### config.mk
export PLATFORM = sky130hd
export DESIGN_NAME = asc_ctrl
export DESIGN_NICKNAME = d
export VERILOG_FILES = /design/src/core/asc_pkg.sv /design/src/core/asc_pin_if.sv /design/src/core/asc_ctrl.sv /design/src/core/asc_pin_drv.sv
export SDC_FILE = /design/constraint.sdc
export NUM_CORES = 1
export LEC_CHECK = 0
export BUFFER_PORTS_ARGS = -buffer_cell sky130_fd_sc_hd__buf_2
export CAP_MARGIN = 40
export CORE_MARGIN = 1
export CORE_UTILIZATION = 40
export DETAILED_ROUTE_END_ITERATION = 10
export HOLD_SLACK_MARGIN = 0.03
export PLACE_DENSITY_LB_ADDON = 0.05
export SLEW_MARGIN = 20
export SYNTH_ARGS = -nofsm -noshare
export SYNTH_HDL_FRONTEND = slang
export SYNTH_SLANG_ARGS = --single-unit
### constraint.sdc
create_clock -name CORE_CLK_IN -period 1.65 [get_ports CORE_CLK_IN]
set_input_delay 0.4125 -clock CORE_CLK_IN [delete_from_list [all_inputs] [get_ports CORE_CLK_IN]]
set_output_delay 0.4125 -clock CORE_CLK_IN [all_outputs]
set_load 0.02 [all_outputs]
### src/core/asc_pkg.sv
// asc_pkg: constants and types for the static memory controller
package asc_pkg;
  // ==========================
  // geometry
  localparam int ADDR_W = 17;
  localparam int DATA_W = 16;
  localparam int BYTE_W = 8;
  localparam int unsigned WORDS = 131072;
  // ==========================
  // timing at 40 MHz (25 ns period)
  localparam int CLK_PS = 25000;
  localparam int T_RC_PS = 45000;
  localparam int T_PWE_PS = 35000;
  localparam int T_SD_PS = 25000;
  localparam int T_HZ_PS = 18000;
  // least times round up
  localparam int RD_CYC = (T_RC_PS + CLK_PS - 1) / CLK_PS;
  localparam int WR_CYC = (T_PWE_PS + CLK_PS - 1) / CLK_PS;
  localparam int SD_CYC = (T_SD_PS + CLK_PS - 1) / CLK_PS;
  localparam int HZ_CYC = (T_HZ_PS + CLK_PS - 1) / CLK_PS;
  localparam int CNT_W = 4;
  localparam logic [CNT_W-1:0] CNT_ZERO = 4'h0;
  localparam logic [1:0] LANES_NONE = 2'h0;
  // ==========================
  // sequencer states
  typedef enum logic [5:0] {
    ASC_IDLE  = 6'h01,
    ASC_RD    = 6'h02,
    ASC_RDEND = 6'h04,
    ASC_WRSET = 6'h08,
    ASC_WR    = 6'h10,
    ASC_TURN  = 6'h20
  } asc_state_t;
endpackage

### src/core/asc_pin_if.sv
// asc_pin_if: pin signals between sequencer and pin driver
`timescale 1ns/1ps
`default_nettype none
interface asc_pin_if;
  import asc_pkg::*;
  logic cs_n;
  logic we_n;
  logic oe_n;
  logic [1:0] lane_n;
  logic [ADDR_W-1:0] addr;
  logic [DATA_W-1:0] wdata;
  logic [1:0] drive;
  modport src (output cs_n, we_n, oe_n, lane_n, addr, wdata, drive);
  modport dst (input cs_n, we_n, oe_n, lane_n, addr, wdata, drive);
endinterface
`default_nettype wire

### src/core/asc_ctrl.sv
// asc_ctrl: host controller driving an asynchronous 128K x 16 static memory
// ==========================
// Behaviour
// RL1: the memory holds 131072 words of 16 bits in two separately reachable byte lanes.
// RL2: the memory writes only while select, write strobe and a lane select are all low.
// RL3: a write ends on the first select to rise; data is held across that edge.
// RL4: with output gate high the memory leaves the data lines undriven.
// RL5: select rising while write strobe is high leaves the data lines undriven.
// RL6: the controller never drives the data lines while the memory may drive them.
// RL7: the controller always holds select and lane selects at a firm level.
// RL8: a read with both lanes low returns the whole word on lines 0 to 15.
// RL9: a read with only the lower lane returns lines 0 to 7.
// RL10: a read with only the upper lane returns lines 8 to 15.
// RL11: a write with both lanes low stores both bytes driven by the controller.
// RL12: a lower-lane write stores lines 0 to 7 and leaves the upper byte alone.
// RL13: an upper-lane write stores lines 8 to 15 and leaves the lower byte alone.
// RL14: select high or both lanes high deselects the memory.
// RL15: the controller holds the lane selects steady while the chip is disabled.
// RL16: select low, strobe high and gate high gives no write and no drive.
`timescale 1ns/1ps
`default_nettype none
module asc_ctrl (
  input wire logic CORE_CLK_IN,
  input wire logic RST_B_IN,
  input wire logic REQ_VALID_IN,
  input wire logic REQ_WRITE_IN,
  input wire logic [asc_pkg::ADDR_W-1:0] REQ_ADDR_IN,
  input wire logic [asc_pkg::DATA_W-1:0] REQ_WDATA_IN,
  input wire logic [1:0] REQ_LANE_IN,
  input wire logic [asc_pkg::DATA_W-1:0] MEM_DQ_IN,
  output logic REQ_READY_OUT,
  output logic RSP_VALID_OUT,
  output logic [asc_pkg::DATA_W-1:0] RSP_RDATA_OUT,
  output logic MEM_CS_N_OUT,
  output logic MEM_WE_N_OUT,
  output logic MEM_OE_N_OUT,
  output logic MEM_UPPER_LANE_SELECT_N_OUT,
  output logic MEM_LOWER_LANE_SELECT_N_OUT,
  output logic [asc_pkg::ADDR_W-1:0] MEM_ADDR_OUT,
  output logic [asc_pkg::DATA_W-1:0] MEM_DQ_OUT,
  output logic [asc_pkg::DATA_W-1:0] MEM_DQ_OE_OUT
);
  import asc_pkg::*;

  asc_pin_if pins ();

  // ==========================
  // pin input synchroniser
  // the memory's lines change with no relation to our clock
  logic [DATA_W-1:0] dq_s1_r;
  logic [DATA_W-1:0] dq_s2_r;
  always_ff @(posedge CORE_CLK_IN or negedge RST_B_IN) begin
    if (!RST_B_IN) begin
      dq_s1_r <= '0;
      dq_s2_r <= '0;
    end else begin
      dq_s1_r <= MEM_DQ_IN;
      dq_s2_r <= dq_s1_r;
    end
  end

  // lanes requested, low active on the pins; none means whole word
  // a code with both bits set also asks for the whole word
  function automatic logic [1:0] lanes_of(input logic [1:0] req);
    lanes_of = (req == LANES_NONE) ? 2'h3 : req;
  endfunction

  // ==========================
  // sequencer state
  asc_state_t state_r, state_nxt;
  logic [CNT_W-1:0] cnt_r, cnt_nxt;
  logic [ADDR_W-1:0] addr_r, addr_nxt;
  logic [DATA_W-1:0] wdata_r, wdata_nxt;
  logic [1:0] lane_r, lane_nxt;
  logic rsp_r, rsp_nxt;
  logic [DATA_W-1:0] rdata_r, rdata_nxt;
  logic ready_r, ready_nxt;

  // ==========================
  // per-lane read masking
  // lanes not asked for read as zero, whatever the released lines show
  logic [DATA_W-1:0] rd_masked;
  for (genvar gl = 0; gl < 2; gl++) begin : g_lane
    assign rd_masked[gl*BYTE_W +: BYTE_W] = lane_r[gl] ? dq_s2_r[gl*BYTE_W +: BYTE_W] : '0;
  end

  // next-state logic
  // one request at a time; ready drops while a transfer runs
  always_comb begin
    state_nxt = state_r;
    cnt_nxt = cnt_r;
    addr_nxt = addr_r;
    wdata_nxt = wdata_r;
    lane_nxt = lane_r; // RL15 lanes held unless a request is taken
    rsp_nxt = 1'b0;
    rdata_nxt = rdata_r;
    ready_nxt = 1'b0;
    case (state_r)
      ASC_IDLE: begin
        ready_nxt = 1'b1;
        // take a request only on an edge that already shows ready
        if (REQ_VALID_IN && ready_r) begin
          ready_nxt = 1'b0;
          addr_nxt = REQ_ADDR_IN;
          wdata_nxt = REQ_WDATA_IN;
          lane_nxt = lanes_of(REQ_LANE_IN);
          if (REQ_WRITE_IN) begin
            state_nxt = ASC_WRSET;
            cnt_nxt = CNT_W'(SD_CYC);
          end else begin
            state_nxt = ASC_RD;
            cnt_nxt = CNT_W'(RD_CYC + 2);
          end
        end
      end
      ASC_RD: begin
        if (cnt_r == CNT_ZERO) begin
          // sample once the synchronised lines have settled
          rdata_nxt = rd_masked; // RL8 RL9 RL10
          rsp_nxt = 1'b1;
          state_nxt = ASC_RDEND;
          cnt_nxt = CNT_W'(HZ_CYC);
        end else begin
          cnt_nxt = cnt_r - 4'h1;
        end
      end
      ASC_RDEND: begin
        // wait for the memory to release the lines before any write
        if (cnt_r == CNT_ZERO) begin
          state_nxt = ASC_IDLE;
          ready_nxt = 1'b1;
        end else begin
          cnt_nxt = cnt_r - 4'h1;
        end
      end
      ASC_WRSET: begin
        // data and selects settle one cycle before the strobe falls
        state_nxt = ASC_WR;
        cnt_nxt = CNT_W'(WR_CYC);
      end
      ASC_WR: begin
        // strobe stays low for the write count plus one cycle
        if (cnt_r == CNT_ZERO) begin
          state_nxt = ASC_TURN; // RL3 strobe rises, data still held
        end else begin
          cnt_nxt = cnt_r - 4'h1;
        end
      end
      ASC_TURN: begin
        // strobe is high again; select and data held one more cycle
        state_nxt = ASC_IDLE;
        ready_nxt = 1'b1;
      end
      default: begin
        // an illegal code falls back to idle
        state_nxt = ASC_IDLE;
      end
    endcase
  end

  // sequencer registers
  always_ff @(posedge CORE_CLK_IN or negedge RST_B_IN) begin
    if (!RST_B_IN) begin
      state_r <= ASC_IDLE;
      cnt_r <= CNT_ZERO;
      addr_r <= '0;
      wdata_r <= '0;
      lane_r <= LANES_NONE;
      rsp_r <= 1'b0;
      rdata_r <= '0;
      ready_r <= 1'b0;
    end else begin
      state_r <= state_nxt;
      cnt_r <= cnt_nxt;
      addr_r <= addr_nxt;
      wdata_r <= wdata_nxt;
      lane_r <= lane_nxt;
      rsp_r <= rsp_nxt;
      rdata_r <= rdata_nxt;
      ready_r <= ready_nxt;
    end
  end

  // ==========================
  // pin decode, registered in the pin driver
  // decoding the next state lets the pin registers switch on the same
  // edge as the sequencer, so the pins do not trail it by a cycle
  // the data lines are driven only in write states, so a read and a
  // drive never overlap on the pins
  logic in_rd, in_wr, in_wrdrv;
  assign in_rd = (state_nxt == ASC_RD);
  assign in_wr = (state_nxt == ASC_WR);
  assign in_wrdrv = (state_nxt == ASC_WRSET) || in_wr || (state_nxt == ASC_TURN);
  assign pins.cs_n = ~(in_rd || in_wrdrv); // RL14 deselect when idle
  assign pins.we_n = ~in_wr; // RL2 RL11
  assign pins.oe_n = ~in_rd; // RL4 RL16 gate high during writes
  assign pins.lane_n = ~lane_nxt; // RL12 RL13
  assign pins.addr = addr_nxt;
  assign pins.wdata = wdata_nxt;
  // drive only the written lanes, never while reading
  assign pins.drive = in_wrdrv ? lane_nxt : LANES_NONE; // RL6 RL5 RL12 RL13

  // every memory pin leaves through a register
  asc_pin_drv u_pin_drv (
    .clk(CORE_CLK_IN),
    .rst_b(RST_B_IN),
    .pins(pins),
    .cs_n_q(MEM_CS_N_OUT),
    .we_n_q(MEM_WE_N_OUT),
    .oe_n_q(MEM_OE_N_OUT),
    .upper_lane_select_n_q(MEM_UPPER_LANE_SELECT_N_OUT),
    .lower_lane_select_n_q(MEM_LOWER_LANE_SELECT_N_OUT),
    .addr_q(MEM_ADDR_OUT),
    .dq_o_q(MEM_DQ_OUT),
    .dq_oe_q(MEM_DQ_OE_OUT)
  );

  // ==========================
  // response outputs
  // read data holds until the next read answer
  assign REQ_READY_OUT = ready_r;
  assign RSP_VALID_OUT = rsp_r;
  assign RSP_RDATA_OUT = rdata_r;
endmodule
`default_nettype wire

### src/core/asc_pin_drv.sv
// asc_pin_drv: registers every memory pin and the data drive enables
`timescale 1ns/1ps
`default_nettype none
module asc_pin_drv (
  input wire logic clk,
  input wire logic rst_b,
  asc_pin_if.dst pins,
  output logic cs_n_q,
  output logic we_n_q,
  output logic oe_n_q,
  output logic upper_lane_select_n_q,
  output logic lower_lane_select_n_q,
  output logic [asc_pkg::ADDR_W-1:0] addr_q,
  output logic [asc_pkg::DATA_W-1:0] dq_o_q,
  output logic [asc_pkg::DATA_W-1:0] dq_oe_q
);
  import asc_pkg::*;
  // ==========================
  // pin register
  always_ff @(posedge clk or negedge rst_b) begin
    if (!rst_b) begin
      cs_n_q <= 1'b1; // RL7
      we_n_q <= 1'b1;
      oe_n_q <= 1'b1;
      upper_lane_select_n_q <= 1'b1; // RL7
      lower_lane_select_n_q <= 1'b1;
      addr_q <= '0;
      dq_o_q <= '0;
      dq_oe_q <= '0;
    end else begin
      cs_n_q <= pins.cs_n;
      we_n_q <= pins.we_n;
      oe_n_q <= pins.oe_n;
      upper_lane_select_n_q <= pins.lane_n[1];
      lower_lane_select_n_q <= pins.lane_n[0];
      addr_q <= pins.addr;
      dq_o_q <= pins.wdata;
      // per-lane drive enables
      dq_oe_q <= {{BYTE_W{pins.drive[1]}}, {BYTE_W{pins.drive[0]}}}; // RL6
    end
  end
endmodule
`default_nettype wire

==> results.toml <==
[run_status]
outcome = "finished with violations"
violations = "negative setup slack"

[clocking]
cts_tree = "built"
htreeDepth = 3
path_clk_slew_ns = 0.10
clock-sinks = 102
cts_root_buf = "clkbuf_8"
cts_buffer_depth = 2
clk_latency_ns = 0.35
numCtsBuffers = 9

[logic_synthesis]
synth_top_area_cell = "dfrtp_1"
synth_fp_nets = 425
yosys_warnings = 0
synth_top_area_share_pct = 61.1
postSynthCellCount = 368
syn_area_per_cell_um2 = 10.7
ys_seq_elements = 102
ys_types = 46
synthTopCellsByArea = "dfrtp_1 (61%), nand2_1 (14%), dfstp_2 (4.0%)"
ys_seq_area_share_pct = 65.2
syn-cell-area_um2 = 3930

[detailed_routing]
ant_nets = 0
vias = 2919
drtIter0Drc = 118
avgViaCountPerCell = 4.49
wirelength_um = 8270
drcViolationCount = 0
dr.pass1.iters = 4
wire_per_inst_um = 12.7

[hold_path]
holdPathStages = 1
worstHoldStart = "MEM_DQ_IN[9]"
hold_path_end = "dq_s1_r[9]$_DFF_PN0_"
hold_class = "in -> reg"

[finish]
diodes = 0
multiInputGateArea_um2 = 1180
drive_gt1_share_pct = 41.3
mostFrequentLayoutCells = "nand2_1 (143), buf_2 (125), dfrtp_1 (92), buf_4 (35), o21ai_0 (14)"
final_common_cell = "nand2_1"
regArea_um2 = 2560
area_delta_synth_final_pct = 30.8
final_nets = 573
fillers = 882

[sta]
slew_violations = 0
finalCritPeriodShare_pct = 103
worst_pin_slew_ns = 0.369
fin_ws_ns = -0.0564
final_hold_viol_count = 0
finClkSkew_ns = 0.00752
rsz0062_at_grt = "true"
setup-violations-final = 2
fmax_ghz = 0.586
min_period_ns = 1.71
hold-worst-slack_ns = 0.156
slew-limit-headroom_pct = 75.4

[floorplan]
core_um2 = 9370
rows = 35
pin_count = 127
die_h_um = 101
initial_core_util_pct = 41.9
die_area_um2 = 10200
die_x_um = 101

[placed_design]
dp_hpwl_um = 5720
dp_slack_ns = -0.0662
numPortBuffers = 126
place_congestion = 0.822

[setup_path]
reg2reg_slack_ns = -0.06
cp_cell_sequence = "inv_2, ha_4, or3b_4, a22oi_2, nand2b_4, o21ai_2, mux2_2"
crit_type = "reg -> reg"
slowest_delay_ns = 0.40
crit_fanout = 4
rr_worst_depth = 7
worstPathArrival_ns = 1.95
start_kind = "flip-flop"
rr_endpoint = "cnt_r[1]$_DFFE_PN0P_"
critical_path.top_delay_family = "simple AND/OR/NAND/NOR gates"
slowest_stage = "dfrtp_1"
r2r_start = "cnt_r[1]$_DFFE_PN0P_"
end_kind = "flip-flop"
path_buf_inv = 1
cp.required_ns = 1.90

[global_route]
antenna_found_initial = 0
grt_pass1_wl_um = 13200
grt_max_degree = 47
grt_pass1_vias = 2764
grt_usage_pct = 16.9
globalRouteOverflowTotal = 0

[pwr]
p_total_mw = 8.80
power_density_nw_per_um2 = 1710
ir_drop_mv = 0.892
p_leak_nw = 2.72

[run]
max_cap_viol_count = 0
timing repair:
item	4_1_cts	5_1_grt
endpoints found under the hold margin	22	0
hold buffers	1	0
setup endpoints to repair	20	33
buffers inserted	3	3
gates resized for setup	8	10
pin swaps	2	5
gates cloned	0	1
worst reg2reg max path, delay by kind of cell (launching register included):
| family | cells | cell delay [ns] |
|---|---|---|
| simple gates | 2 | 0.57 |
| flops | 1 | 0.40 |
| mux | 1 | 0.25 |
| compound gates | 2 | 0.18 |
| fa+ha+maj | 1 | 0.13 |
| buf+inv | 1 | 0.08 |
logic make-up (layout without fill, tap and decap cells):
kind of cell             Yosys count  in the layout  synth area share (%)
AND/OR/NAND/NOR                  182            182                  20.2
adder cells (fa/ha/maj)            2              2                 0.637
buffers and inverters             38            191                  5.99
XOR/XNOR                           2              2                 0.637
flip-flops                       102            102                  65.2
multiplexers                       3              3                 0.828
AO/OA/AOI/OAI                     39             39                  6.56
flip-flops by register name, indices dropped and copies added (netlist names), 2 cells and up:
signal	flops
u_pin_drv.addr_q	17
RSP_RDATA_OUT	16
dq_s1_r	16
dq_s2_r	16
u_pin_drv.dq_o_q	16
state_r	6
cnt_r	4
lane_r	2
u_pin_drv.dq_oe_q	2
synth_stat cells, drive strengths merged:
cell and n:
nand2 143, dfrtp 96, buf 25, o21ai 22
nor2 9, inv 8, dfstp 6, nor3 6
clkbuf 5, nand2b 5, a21oi 4, nor4 4
and2 3, nand3 3, a21o 2, a22oi 2
ha 2, mux2 2, nor2b 2, nor3b 2
o22ai 2, o32a 2, a211oi 1, a2bb2oi 1
and2b 1, and3 1, mux2i 1, nand4 1
nor4b 1, o2bb2ai 1, o311ai 1, o31a 1
or3b 1, xnor2 1, xor2 1
per-stage QoR:
| stage | cell area, um^2 | setup TNS [ns] | std cells | utilization (%) |
|---|---|---|---|---|
| after floorplan | 3930 | -0.00209 | 368 | - |
| after global placement | 4820 | -0.968 | 626 | 51.4 |
| after detailed placement | 4820 | -0.424 | 626 | 51.4 |
| after CTS | 5060 | -0.125 | 646 | 54.0 |
| after global routing | 5140 | -0.453 | 650 | 54.8 |
| final | 5140 | -0.0705 | 650 | 54.8 |
worst max path at each step:
stage	startpoint	endpoint	slack [ns]	cells past startpoint
2_1_floorplan	cnt_r[0]$_DFFE_PN0P_	cnt_r[1]$_DFFE_PN0P_	-0.002	7
3_3_place_gp	state_r[0]$_DFF_PN1_	RSP_RDATA_OUT[8]$_DFFE_PN0P_	-0.06	6
3_5_place_dp	cnt_r[0]$_DFFE_PN0P_	cnt_r[1]$_DFFE_PN0P_	-0.07	7
4_1_cts	cnt_r[1]$_DFFE_PN0P_	cnt_r[1]$_DFFE_PN0P_	-0.08	7
5_1_grt	cnt_r[1]$_DFFE_PN0P_	cnt_r[1]$_DFFE_PN0P_	-0.1	7
6_report	cnt_r[1]$_DFFE_PN0P_	cnt_r[1]$_DFFE_PN0P_	-0.06	7
cell type report:
cell class | instances | area share (%)
multi-input cells | 228 | 23.1
flip-flops and latches | 102 | 49.9
clock inverters | 6 | 1.05
clock buffers | 10 | 2.48
repair buffers | 167 | 19.8
inverters | 8 | 0.585
well taps | 129 | 3.14
power by group:
group          internal [mW]  switching (mW)  total [mW]
clock network          0.576           0.878        1.45
logic                   1.47            2.18        3.64
registers               3.26           0.448        3.70
routing by layer:
layer / global-route usage (%) / part of all wire (%)
met5: 0 / 0
met4: 6.02 / 1.1
met3: 5.20 / 7.7
met2: 26.0 / 46
met1: 22.6 / 46
Power figures use the tool's default switching activity.
